`src/logic/pfps_defs.svh`:
```
// Timing and pulse count constants for the pin fault protection supervisor.
`ifndef PFPS_DEFS_SVH
`define PFPS_DEFS_SVH
`define PFPS_CLK_MHZ          200
`define PFPS_LIMIT_LONG_NS    2000
`define PFPS_LIMIT_SHORT_NS   1000
`define PFPS_LIMIT_LONG_CYC   ((`PFPS_LIMIT_LONG_NS * `PFPS_CLK_MHZ) / 1000)
`define PFPS_LIMIT_SHORT_CYC  ((`PFPS_LIMIT_SHORT_NS * `PFPS_CLK_MHZ) / 1000)
`define PFPS_BIAS_CHECK_NS    10000
`define PFPS_BIAS_CHECK_CYC   ((`PFPS_BIAS_CHECK_NS * `PFPS_CLK_MHZ) / 1000)
`define PFPS_RESTART_MS       1500
`define PFPS_RESTART_CYC      (`PFPS_RESTART_MS * 1000 * `PFPS_CLK_MHZ)
`define PFPS_CONSEC_PULSES    3
`endif

```
`src/logic/pfps_pkg.sv`:
```
// Types for the pin fault protection supervisor.
package pfps_pkg;
  typedef enum logic [2:0] {
    PFPS_IDLE    = 3'h0,
    PFPS_WAIT    = 3'h1,
    PFPS_RUN     = 3'h2,
    PFPS_RESTART = 3'h3,
    PFPS_UVLO    = 3'h4
  } pfps_state_t;
endpackage

```
`src/logic/pfps_supervisor.sv`:
```
// Pin fault protection supervisor: start-up checks, pulse checks and fault responses.
`include "pfps_defs.svh"
// Overview of operation
// - Time first gate pulse, 2 us limit.
// - Select low: demag picks 2 or 1 us.
// - Sense short: stop, 1.5 s, auto restart.
// - Overcurrent three pulses: open fault, restart.
// - No switching before bias pin check passes.
// - At 10 us, bias low: one UVLO cycle.
// - Bias overvoltage three pulses: one UVLO cycle.
// - Program pins: low current open, high short.
// - Program fault blocks switching, one UVLO cycle.
module pfps_supervisor #(
  parameter int RESTART_CYC = `PFPS_RESTART_CYC
) (
  input  wire logic REF_CLK_I,       // 200 MHz controller clock.
  input  wire logic RST_I,           // Synchronous reset, active high.
  input  wire logic SUPPLY_ON_I,     // Supply reached turn-on level (start-up event).
  input  wire logic GATE_REQ_I,      // Low side gate pulse request from the loop.
  input  wire logic SELECT_I,        // Power device select level.
  input  wire logic DEMAG_HIGH_I,    // Demag resistance above its threshold.
  input  wire logic OVERCUR_I,       // Sense voltage above overcurrent threshold.
  input  wire logic BIAS_LOW_I,      // Bias regulator pin below 14 V.
  input  wire logic BIAS_OV_I,       // Bias regulator pin above 15 V.
  input  wire logic DEMAG_OPEN_I,    // Demag pin current too small.
  input  wire logic DEMAG_SHORT_I,   // Demag pin current too large.
  input  wire logic ZVS_OPEN_I,      // ZVS timing pin current too small.
  input  wire logic ZVS_SHORT_I,     // ZVS timing pin current too large.
  output logic      GATE_O,          // Low side gate pulse, gated by faults.
  output logic      SWITCH_EN_O,     // Switching permitted.
  output logic      UVLO_REQ_O,      // Request one undervoltage lockout cycle.
  output logic      RESTART_BUSY_O,  // Fault restart delay running.
  output logic      FAULT_SHORT_O,   // Sense pin short latched.
  output logic      FAULT_OPEN_O,    // Sense pin open latched.
  output logic      FAULT_BIAS_O,    // Bias pin fault latched.
  output logic      FAULT_PROG_O     // Programming pin fault latched.
);
  localparam int LONG_CYC  = `PFPS_LIMIT_LONG_CYC;
  localparam int SHORT_CYC = `PFPS_LIMIT_SHORT_CYC;
  localparam int CHECK_CYC = `PFPS_BIAS_CHECK_CYC;
  localparam logic [1:0] CONSEC_LAST = 2'(`PFPS_CONSEC_PULSES - 1);

  // ---------------------------------------------------------------
  // Input synchronisation
  // ---------------------------------------------------------------
  logic [10:0] sync_in;
  logic        s_on, s_req, s_sel, s_dh, s_oc, s_bl, s_bov, s_do, s_ds, s_zo, s_zs;

  pfps_sync #(.W(11)) u_sync (
    .clk_i (REF_CLK_I),
    .rst_i (RST_I),
    .d_i   ({SUPPLY_ON_I, GATE_REQ_I, SELECT_I, DEMAG_HIGH_I, OVERCUR_I, BIAS_LOW_I,
             BIAS_OV_I, DEMAG_OPEN_I, DEMAG_SHORT_I, ZVS_OPEN_I, ZVS_SHORT_I}),
    .q_o   (sync_in)
  );
  assign {s_on, s_req, s_sel, s_dh, s_oc, s_bl, s_bov, s_do, s_ds, s_zo, s_zs} = sync_in;

  function automatic logic [1:0] pulse_count(input logic [1:0] c, input logic cond);
    pulse_count = cond ? ((c == 2'h3) ? 2'h3 : c + 2'h1) : 2'h0;
  endfunction

  // ---------------------------------------------------------------
  // Supervisor state
  // ---------------------------------------------------------------
  pfps_pkg::pfps_state_t state, next_state;
  logic [31:0] cnt, next_cnt;
  logic [1:0]  oc_cnt, next_oc_cnt, ov_cnt, next_ov_cnt;
  logic        first_done, next_first_done;
  logic        on_q, next_on_q;
  logic        gate, next_gate;
  logic        f_short, f_open, f_bias, f_prog;
  logic        next_f_short, next_f_open, next_f_bias, next_f_prog;
  logic        uvlo, next_uvlo;
  logic        run_gate;
  logic        pulse_end;
  logic [31:0] limit;

  assign run_gate  = (state == pfps_pkg::PFPS_RUN) && s_req;
  assign pulse_end = gate && !run_gate;
  assign limit     = (s_sel || s_dh) ? 32'(LONG_CYC) : 32'(SHORT_CYC);

  always_comb
  begin
    next_state      = state;
    next_cnt        = cnt;
    next_oc_cnt     = oc_cnt;
    next_ov_cnt     = ov_cnt;
    next_first_done = first_done;
    next_on_q       = s_on;
    next_gate       = 1'b0;
    next_f_short    = f_short;
    next_f_open     = f_open;
    next_f_bias     = f_bias;
    next_f_prog     = f_prog;
    next_uvlo       = 1'b0;
    case (state)
      pfps_pkg::PFPS_IDLE:
      begin
        if (s_on && !on_q)
        begin
          next_state      = pfps_pkg::PFPS_WAIT;
          next_cnt        = 32'h0;
          next_oc_cnt     = 2'h0;
          next_ov_cnt     = 2'h0;
          next_first_done = 1'b0;
          next_f_short    = 1'b0;
          next_f_open     = 1'b0;
          next_f_bias     = 1'b0;
          next_f_prog     = 1'b0;
        end
      end
      pfps_pkg::PFPS_WAIT:
      begin
        next_cnt = cnt + 32'h1;
        if (cnt == 32'(CHECK_CYC - 1))
        begin
          if (s_do || s_ds || s_zo || s_zs)
          begin
            next_f_prog = 1'b1;
            next_state  = pfps_pkg::PFPS_UVLO;
          end
          else if (s_bl)
          begin
            next_f_bias = 1'b1;
            next_state  = pfps_pkg::PFPS_UVLO;
          end
          else
          begin
            next_state = pfps_pkg::PFPS_RUN;
            next_cnt   = 32'h0;
          end
        end
      end
      pfps_pkg::PFPS_RUN:
      begin
        next_gate = run_gate;
        if (gate && !first_done)
          next_cnt = cnt + 32'h1;
        if (pulse_end)
        begin
          next_first_done = 1'b1;
          next_oc_cnt     = pulse_count(oc_cnt, s_oc);
          next_ov_cnt     = pulse_count(ov_cnt, s_bov);
        end
        if (gate && !first_done && cnt + 32'h1 >= limit)
        begin
          next_f_short = 1'b1;
          next_gate    = 1'b0;
          next_state   = pfps_pkg::PFPS_RESTART;
          next_cnt     = 32'h0;
        end
        else if (pulse_end && s_oc && oc_cnt == CONSEC_LAST)
        begin
          next_f_open = 1'b1;
          next_state  = pfps_pkg::PFPS_RESTART;
          next_cnt    = 32'h0;
        end
        else if (pulse_end && s_bov && ov_cnt == CONSEC_LAST)
        begin
          next_f_bias = 1'b1;
          next_gate   = 1'b0;
          next_state  = pfps_pkg::PFPS_UVLO;
        end
        else if (!s_on)
          next_state = pfps_pkg::PFPS_IDLE;
      end
      pfps_pkg::PFPS_RESTART:
      begin
        next_cnt = cnt + 32'h1;
        if (cnt == 32'(RESTART_CYC - 1))
          next_state = pfps_pkg::PFPS_UVLO;
      end
      pfps_pkg::PFPS_UVLO:
      begin
        next_uvlo = 1'b1;
        if (!s_on)
          next_state = pfps_pkg::PFPS_IDLE;
      end
      default:
        next_state = pfps_pkg::PFPS_IDLE;
    endcase
  end

  always_ff @(posedge REF_CLK_I)
  begin
    if (RST_I)
    begin
      state      <= pfps_pkg::PFPS_IDLE;
      cnt        <= 32'h0;
      oc_cnt     <= 2'h0;
      ov_cnt     <= 2'h0;
      first_done <= 1'b0;
      on_q       <= 1'b0;
      gate       <= 1'b0;
      f_short    <= 1'b0;
      f_open     <= 1'b0;
      f_bias     <= 1'b0;
      f_prog     <= 1'b0;
      uvlo       <= 1'b0;
    end
    else
    begin
      state      <= next_state;
      cnt        <= next_cnt;
      oc_cnt     <= next_oc_cnt;
      ov_cnt     <= next_ov_cnt;
      first_done <= next_first_done;
      on_q       <= next_on_q;
      gate       <= next_gate;
      f_short    <= next_f_short;
      f_open     <= next_f_open;
      f_bias     <= next_f_bias;
      f_prog     <= next_f_prog;
      uvlo       <= next_uvlo;
    end
  end

  // ---------------------------------------------------------------
  // Outputs
  // ---------------------------------------------------------------
  logic sw_en, busy;
  logic next_sw_en, next_busy;
  always_comb
  begin
    next_sw_en = (next_state == pfps_pkg::PFPS_RUN);
    next_busy  = (next_state == pfps_pkg::PFPS_RESTART);
  end

  always_ff @(posedge REF_CLK_I)
  begin
    if (RST_I)
    begin
      sw_en <= 1'b0;
      busy  <= 1'b0;
    end
    else
    begin
      sw_en <= next_sw_en;
      busy  <= next_busy;
    end
  end

  assign GATE_O         = gate;
  assign SWITCH_EN_O    = sw_en;
  assign UVLO_REQ_O     = uvlo;
  assign RESTART_BUSY_O = busy;
  assign FAULT_SHORT_O  = f_short;
  assign FAULT_OPEN_O   = f_open;
  assign FAULT_BIAS_O   = f_bias;
  assign FAULT_PROG_O   = f_prog;

  // ---------------------------------------------------------------
  // Assertions
  // ---------------------------------------------------------------
  no_early_gate_a: assert property (@(posedge REF_CLK_I) disable iff (RST_I)
    gate |-> $past(state) == pfps_pkg::PFPS_RUN)
    else $error("Gate pulse outside run state.");
  first_limit_a: assert property (@(posedge REF_CLK_I) disable iff (RST_I)
    (state == pfps_pkg::PFPS_RUN && !first_done && gate && s_sel
     && cnt == 32'(LONG_CYC - 1)) |=> f_short && !gate)
    else $error("First pulse not cut at long limit.");
  short_limit_a: assert property (@(posedge REF_CLK_I) disable iff (RST_I)
    (state == pfps_pkg::PFPS_RUN && !first_done && gate && !s_sel && !s_dh
     && cnt == 32'(SHORT_CYC - 1)) |=> f_short && !gate)
    else $error("First pulse not cut at short limit.");
  restart_time_a: assert property (@(posedge REF_CLK_I) disable iff (RST_I)
    (state == pfps_pkg::PFPS_RESTART) |-> !gate)
    else $error("Gate during restart delay.");
  open_three_a: assert property (@(posedge REF_CLK_I) disable iff (RST_I)
    $rose(f_open) |-> $past(oc_cnt) == 2'h2)
    else $error("Open fault without three pulses.");
  bias_ov_a: assert property (@(posedge REF_CLK_I) disable iff (RST_I)
    (f_bias && $past(state) == pfps_pkg::PFPS_RUN && !$past(f_bias))
    |-> state == pfps_pkg::PFPS_UVLO)
    else $error("Bias overvoltage without lockout.");
  prog_fault_a: assert property (@(posedge REF_CLK_I) disable iff (RST_I)
    $rose(f_prog) |-> state == pfps_pkg::PFPS_UVLO ##1 uvlo)
    else $error("Program pin fault without lockout.");
  clear_start_a: assert property (@(posedge REF_CLK_I) disable iff (RST_I)
    (state == pfps_pkg::PFPS_IDLE && next_state == pfps_pkg::PFPS_WAIT)
    |=> !f_short && !f_open && oc_cnt == 2'h0)
    else $error("Latches not cleared at start-up.");
  bias_check_a: assert property (@(posedge REF_CLK_I) disable iff (RST_I)
    (state == pfps_pkg::PFPS_WAIT && next_state == pfps_pkg::PFPS_RUN)
    |-> cnt == 32'(CHECK_CYC - 1) && !s_bl)
    else $error("Run entered without bias check.");
endmodule

```
`src/logic/pfps_sync.sv`:
```
// Two flip-flop synchroniser for a bus of comparator levels.
module pfps_sync #(
  parameter int W = 1
) (
  input  wire logic         clk_i,  // Clock.
  input  wire logic         rst_i,  // Synchronous reset.
  input  wire logic [W-1:0] d_i,    // Asynchronous levels.
  output logic      [W-1:0] q_o     // Synchronised levels.
);
  logic [W-1:0] meta;
  always_ff @(posedge clk_i)
  begin
    if (rst_i)
    begin
      meta <= '0;
      q_o  <= '0;
    end
    else
    begin
      meta <= d_i;
      q_o  <= meta;
    end
  end
endmodule

```
`config.mk`:
```
export PLATFORM = sky130hd
export DESIGN_NAME = pfps_supervisor
export DESIGN_NICKNAME = d
export VERILOG_FILES = /design/src/logic/pfps_pkg.sv /design/src/logic/pfps_supervisor.sv /design/src/logic/pfps_sync.sv
export VERILOG_INCLUDE_DIRS = /design/src /design/src/logic
export SDC_FILE = /design/constraint.sdc
export NUM_CORES = 1
export LEC_CHECK = 0
export ABC_AREA = 0
export BUFFER_PORTS_ARGS = -buffer_cell sky130_fd_sc_hd__buf_4
export CAP_MARGIN = 15
export CORE_MARGIN = 10
export CORE_UTILIZATION = 40
export DETAILED_ROUTE_END_ITERATION = 10
export GPL_ROUTABILITY_DRIVEN = 0
export HOLD_SLACK_MARGIN = 0.03
export PLACE_DENSITY_LB_ADDON = 0.15
export SYNTH_ARGS = -nofsm -noshare
export SYNTH_HDL_FRONTEND = slang
export SYNTH_HIERARCHICAL = 1
export SYNTH_SLANG_ARGS = --single-unit
```
`constraint.sdc`:
```
create_clock -name REF_CLK_I -period 4 [get_ports REF_CLK_I]
set_input_delay 0.6 -clock REF_CLK_I [delete_from_list [all_inputs] [get_ports REF_CLK_I]]
set_output_delay 0.6 -clock REF_CLK_I [all_outputs]
set_load 0.02 [all_outputs]
```
Word-level counts from Yosys, hierarchy flattened
Cells that the tools add are included.
{"block": "op_classes", "n_lt_le_gt_ge": 1, "n_addsub": 3, "n_eq_ne": 24, "n_mux": 49, "n_reduce_logical": 28, "bitwise_logic": 1}
{"cell": "$mux 32", "n": 7}
{"cell": "$pmux 32 s4", "n": 1}
{"cell": "$add 32x1->32 const B", "n": 1}
{"cell": "$eq 32x11->1 const B", "n": 1}
{"cell": "$eq 32x29->1 const B", "n": 1}
{"cell": "$ge 32x9->1", "n": 1}
{"cell": "$mux 3", "n": 9}
{"cell": "$mux 1", "n": 16}
{"cell": "$pmux 3 s5", "n": 1}
{"cell": "$mux 2", "n": 7}
{"cell": "$ne 2x2->1 const B", "n": 7}
{"cell": "$eq 3x2->1 const B", "n": 4}
{"cell": "$logic_and 1x1->1", "n": 9}
{"cell": "$mux 9", "n": 1}
{"cell": "$reduce_and 3->1", "n": 3}
{"cell": "$eq 2x2->1 const B", "n": 4}
{"cell": "$ne 2x1->1 const B", "n": 4}
{"cell": "$pmux 1 s2", "n": 4}
{"cell": "$pmux 2 s2", "n": 2}
{"cell": "$reduce_and 4->1", "n": 2}
{"cell": "$reduce_and 8->1", "n": 1}
{"cell": "$add 2x1->2 const B", "n": 2}
{"cell": "$logic_or 1x1->1", "n": 4}
{"cell": "$ne 4x1->1 const B", "n": 1}
{"cell": "other kinds (10)", "n": 13}
{"block": "totals", "word_cells": 122, "in_bits": 13, "reg_bits": 71, "output_inout_bits": 8}

Longest topological paths before layout
{"block": "depth", "ltp_word": 11, "mapped_depth": 14, "mapped_depth_nobuf": 13}

Cells and area by module
The synthesis kept the hierarchy.
{"mod": "pfps_supervisor", "n_inst": 1, "area_each_um2": 3378.2, "seq_area_each_um2": 980.9, "cells_each": 432}
{"mod": "pfps_sync", "n_inst": 1, "area_each_um2": 640.6, "seq_area_each_um2": 440.4, "cells_each": 46}

Worst setup path after synthesis
No wires, ideal clock.
{"block": "synth_timing", "path_kind": "register to register", "startpoint": "register cnt[0]", "endpoint": "register cnt[24]", "slack_ns": 0.813, "required_time_ns": 3.916, "path_buffers": 2, "arrival_ns": 3.102, "setup_time_ns": 0.084, "period_less_slack_ns": 3.187, "stages_incl_launch_ff": 12, "path_cell_list": "dfxtp_1 > ha_1 > nand3_2 > or4_1 > buf_2 > o31a_1 > a211o_1 > nor4b_4 > nand4_4 > a21o_1 > buf_6 > o31ai_2"}
{"block": "synth_between", "elab_chain_cells": 5, "word_cells_on_any_way": 13, "classes_between": "1 x add/sub; 1 x order compare; 2 x eq/ne; 7 x mux; 2 x reduce/logical"}
{"item": "start: declaration", "line": "pfps_supervisor.sv:66", "text": "logic [31:0] cnt, next_cnt;"}
{"item": "start signal: assignment", "line": "pfps_supervisor.sv:204", "text": "cnt <= next_cnt;"}
{"item": "$add 32x1->32"}
{"item": "$ge 32x9->1, or another cell as far along", "line": "pfps_supervisor.sv:145", "text": "if (gate && !first_done && cnt + 32'h1 >= limit)"}
{"item": "$logic_and 1x1->1, or another cell as far along", "line": "pfps_supervisor.sv:145"}
{"item": "$ne 4x1->1 (no line), or another cell as far along"}
{"item": "$reduce_and 3->1 (no line) / $pmux 32 s4 (equally long branches)"}
Parallel ways exist; a longest one is shown, timed or not. The select of a mux whose other input is x is not followed.
A chain may end at the register's enable or synchronous reset.

Worst setup path in the final report
{"block": "layout_timing", "startpoint": "register cnt[0]", "endpoint": "register cnt[20]"}
The elaborated chain is that of the path after synthesis.

==> flow_summary.toml <==
[outcome]
outcome = "completed"

[placed_design]
post-dp-hpwl_um = 7460
io_buffer_count = 20
placed_cells_incl_taps = 611

[clock_network]
clock-root-buffer = "clkbuf_8"
worst_setup_hold_path_clk_slew_ns = 0.08
htree_num_levels = 3
cts_resized = 0
clkSinkCount = 71
worstSkewPairLatency_ns = 0.35
cts_setup_buffers = 0
ctsHoldBuffers = 0
cts_inserted_buffers = 9
clock_path_buffers = 2
cts_tree = "built"

[critical_path]
worst_setup_path_end_kind = "flip-flop"
worstPathMaxFanout = 12
crit_chain = "ha_1 -> nand3_2 -> xnor2_1 -> ha_1 -> and4_1 -> a2111oi_1 -> a31oi_1 -> a211oi_1 -> and4_1 -> nand4_4 -> a21o_1 -> buf_4 -> o41ai_1"
critPathArrivalTime_ns = 3.96
critPathBufInv = 1
worst-setup-path-type = "flip-flop to flip-flop"
critical-path-top-delay-family = "compound AO/OA/AOI/OAI gates"
required_ns = 4.25
start_kind = "flip-flop"
cp.depth = 13
max_stage_delay_ns = 0.41
timing.reg2reg.worst_path_depth = 13
critPathSlowestCell = "dfxtp_1"

[min_path]
min_path_type = "flip-flop to flip-flop"
hold_depth = 1

[job]
max_cap_viol_count = 0

[layout]
flow.area_growth_from_synthesis_pct = 12.2
drive_above_1_share_pct = 18.0
layoutNonFillerInstCount = 627
nNetsFinal = 507
layout.filler_cells = 995
regArea_um2 = 1420
antenna_cells_inserted = 0
multi_input_comb_area_um2 = 2380

[timing]
final_max_slew_viol_count = 0
worst_clock_skew_on_the_final_layout_ns = 0.0125
finalSetupViolations = 0
slew_headroom_pct = 41.4
period_needed_ns = 3.72
fin_setup_tns_ns = 0
max_freq_mhz = 269
finalHoldViolCount = 0
rsz0062_at_grt = "no"
hold_ws_ns = 0.436
tightestPinTransition_ns = 0.879
final.period_utilization_pct = 92.9

[floorplanning]
fp.dieArea_um2 = 14500
initial_core_utilization_pct = 41.1
pin_count = 21
floorplan.die.width_um = 120
core_region_area_um2 = 9770
rows = 36
die_height_um = 120

[synthesis]
synthDominantCellAreaShare_pct = 35.4
seq_area_frac_synth_pct = 35.4
avgSynthCellArea_um2 = 8.41
post_synth_inst_count = 478
yosysTopAreaCell = "dfxtp_1"
synth_ff_type = "dfxtp_1"
synth.top_cells.by_area = "dfxtp_1 35%, a21oi_1 4.0%, o31ai_2 3.7%, nand2_1 3.5%, and4_1 3.5%"
async_reset_ff_share_pct = 0
synthMostInstantiatedCell = "dfxtp_1"
synth_enable_flop_cells = 0
number_of_different_library_cells_in_the_post_synthesis_netlist = 63
syn-num-nets = 496
synthesis.yosys.warnings = 6
netlist_area_um2 = 4020
synth_commonest_cells = "71 x dfxtp_1, 38 x nand2_1, 32 x a21oi_1"
ys_ff_latch = 71

[drt]
drt_first_pass_iters = 5
drt_iter0_drc = 277
wirelength_um = 10600
routed-via-count = 3691
drt-wirelength-per-cell_um = 16.9
postRouteAntennaNets = 0
drc = 0
drt-vias-per-instance = 5.89

[global_routing]
first_global_vias = 3645
globalRouteOverflowTotal = 0
antenna_found_initial = 0
grt_pass1_wl_um = 18200
largest_net_degree_at_the_start_of_global_routing = 48
track_usage_pct = 15.2

[power_and_ir_drop]
ir_drop_v = 0.000310
power_leakage_nw = 1.64
power.density_cell_area_nw_per_um2 = 336
-- final timing paths --
| check | from | to | slack, ns |
|---|---|---|---|
| min reg2reg | u_sync/meta[8] | u_sync/q_o[8] | 0.44 |
| max | cnt[0] | cnt[20] | 0.28 |
| max reg2reg | cnt[0] | cnt[20] | 0.28 |
| min | u_sync/meta[8] | u_sync/q_o[8] | 0.44 |
-- kinds of logic (layout without fill, tap and decap cells) --
| kind of cell | count (synthesis) | after routing | synth area share, % |
|---|---|---|---|
| xor gates and xnor gates | 9 | 9 | 1.96 |
| muxes | 1 | 1 | 0.249 |
| and+or+nand+nor | 213 | 213 | 32.1 |
| AOI/OAI and AO/OA | 128 | 128 | 23.1 |
| buffers and inverters | 51 | 67 | 5.67 |
| DFF | 71 | 71 | 35.4 |
| adders and majority gates | 5 | 5 | 1.56 |
-- per-layer routing --
layer | global-route usage (%) | part of all wire [%] | vias to the layer above
met1 | 19.1 | 45 | 1775
met5 | 0 | 0 | -
met4 | 5.88 | 1.4 | 0
met2 | 24.8 | 48 | 98
met3 | 3.26 | 5.9 | 13
li1 | - | - | 1805
-- metrics by stage --
step                      setup WS [ns]  cell area, um2  utilization, %  power (W)
final                             0.283            4510            46.1    0.00151
after detailed placement          0.316            4290            43.9   0.000875
after floorplan                   0.813            4020               -   0.000833
after CTS                         0.253            4510            46.1    0.00154
after global routing            0.00123            4510            46.1    0.00157
after global placement            0.436            4280            43.7   0.000870
-- layout make-up --
type | instances | share of cell area (%)
Tap cell | 133 | 3.69
Sequential cell | 71 | 31.5
Multi-Input combinational cell | 356 | 52.7
Inverter | 17 | 1.42
Clock inverter | 6 | 2.05
Clock buffer | 10 | 2.83
Timing Repair Buffer | 34 | 5.75
-- sequential cells by signal, summed over array words and instances (netlist names) --
| name | count |
|---|---|
| FAULT_BIAS_O | 1 |
| FAULT_OPEN_O | 1 |
| FAULT_PROG_O | 1 |
| FAULT_SHORT_O | 1 |
| GATE_O | 1 |
| RESTART_BUSY_O | 1 |
| SWITCH_EN_O | 1 |
| UVLO_REQ_O | 1 |
| cnt | 32 |
| first_done | 1 |
| oc_cnt | 2 |
| on_q | 1 |
| ov_cnt | 2 |
| state | 3 |
| u_sync/meta | 11 |
| u_sync/q_o | 11 |
-- cells in the final DEF (no fill, tap or decap), types with 5 or more instances in the layout --
master,n
dfxtp_1,71
and2_1,5
nand4_1,18
a221oi_1,5
nand2_1,38
and3_1,15
nor4_1,10
a31oi_1,7
nor3_1,8
xor2_1,5
ha_1,5
and4_1,16
o31ai_2,12
or3_1,8
nand3_1,13
o21ai_0,20
nor2_1,27
a21oi_1,32
a211oi_1,5
inv_1,17
nor2b_2,15
nand2b_1,6
buf_4,33
clkbuf_8,9
nor2b_1,9
-- report_power, final --
part,internal (W),switching [W]
Sequential,0.000721,0.00000935
Clock,0.000356,0.000299
Combinational,0.0000452,0.0000820
Total,0.00112,0.000390
(Power assumes the default switching activity.)
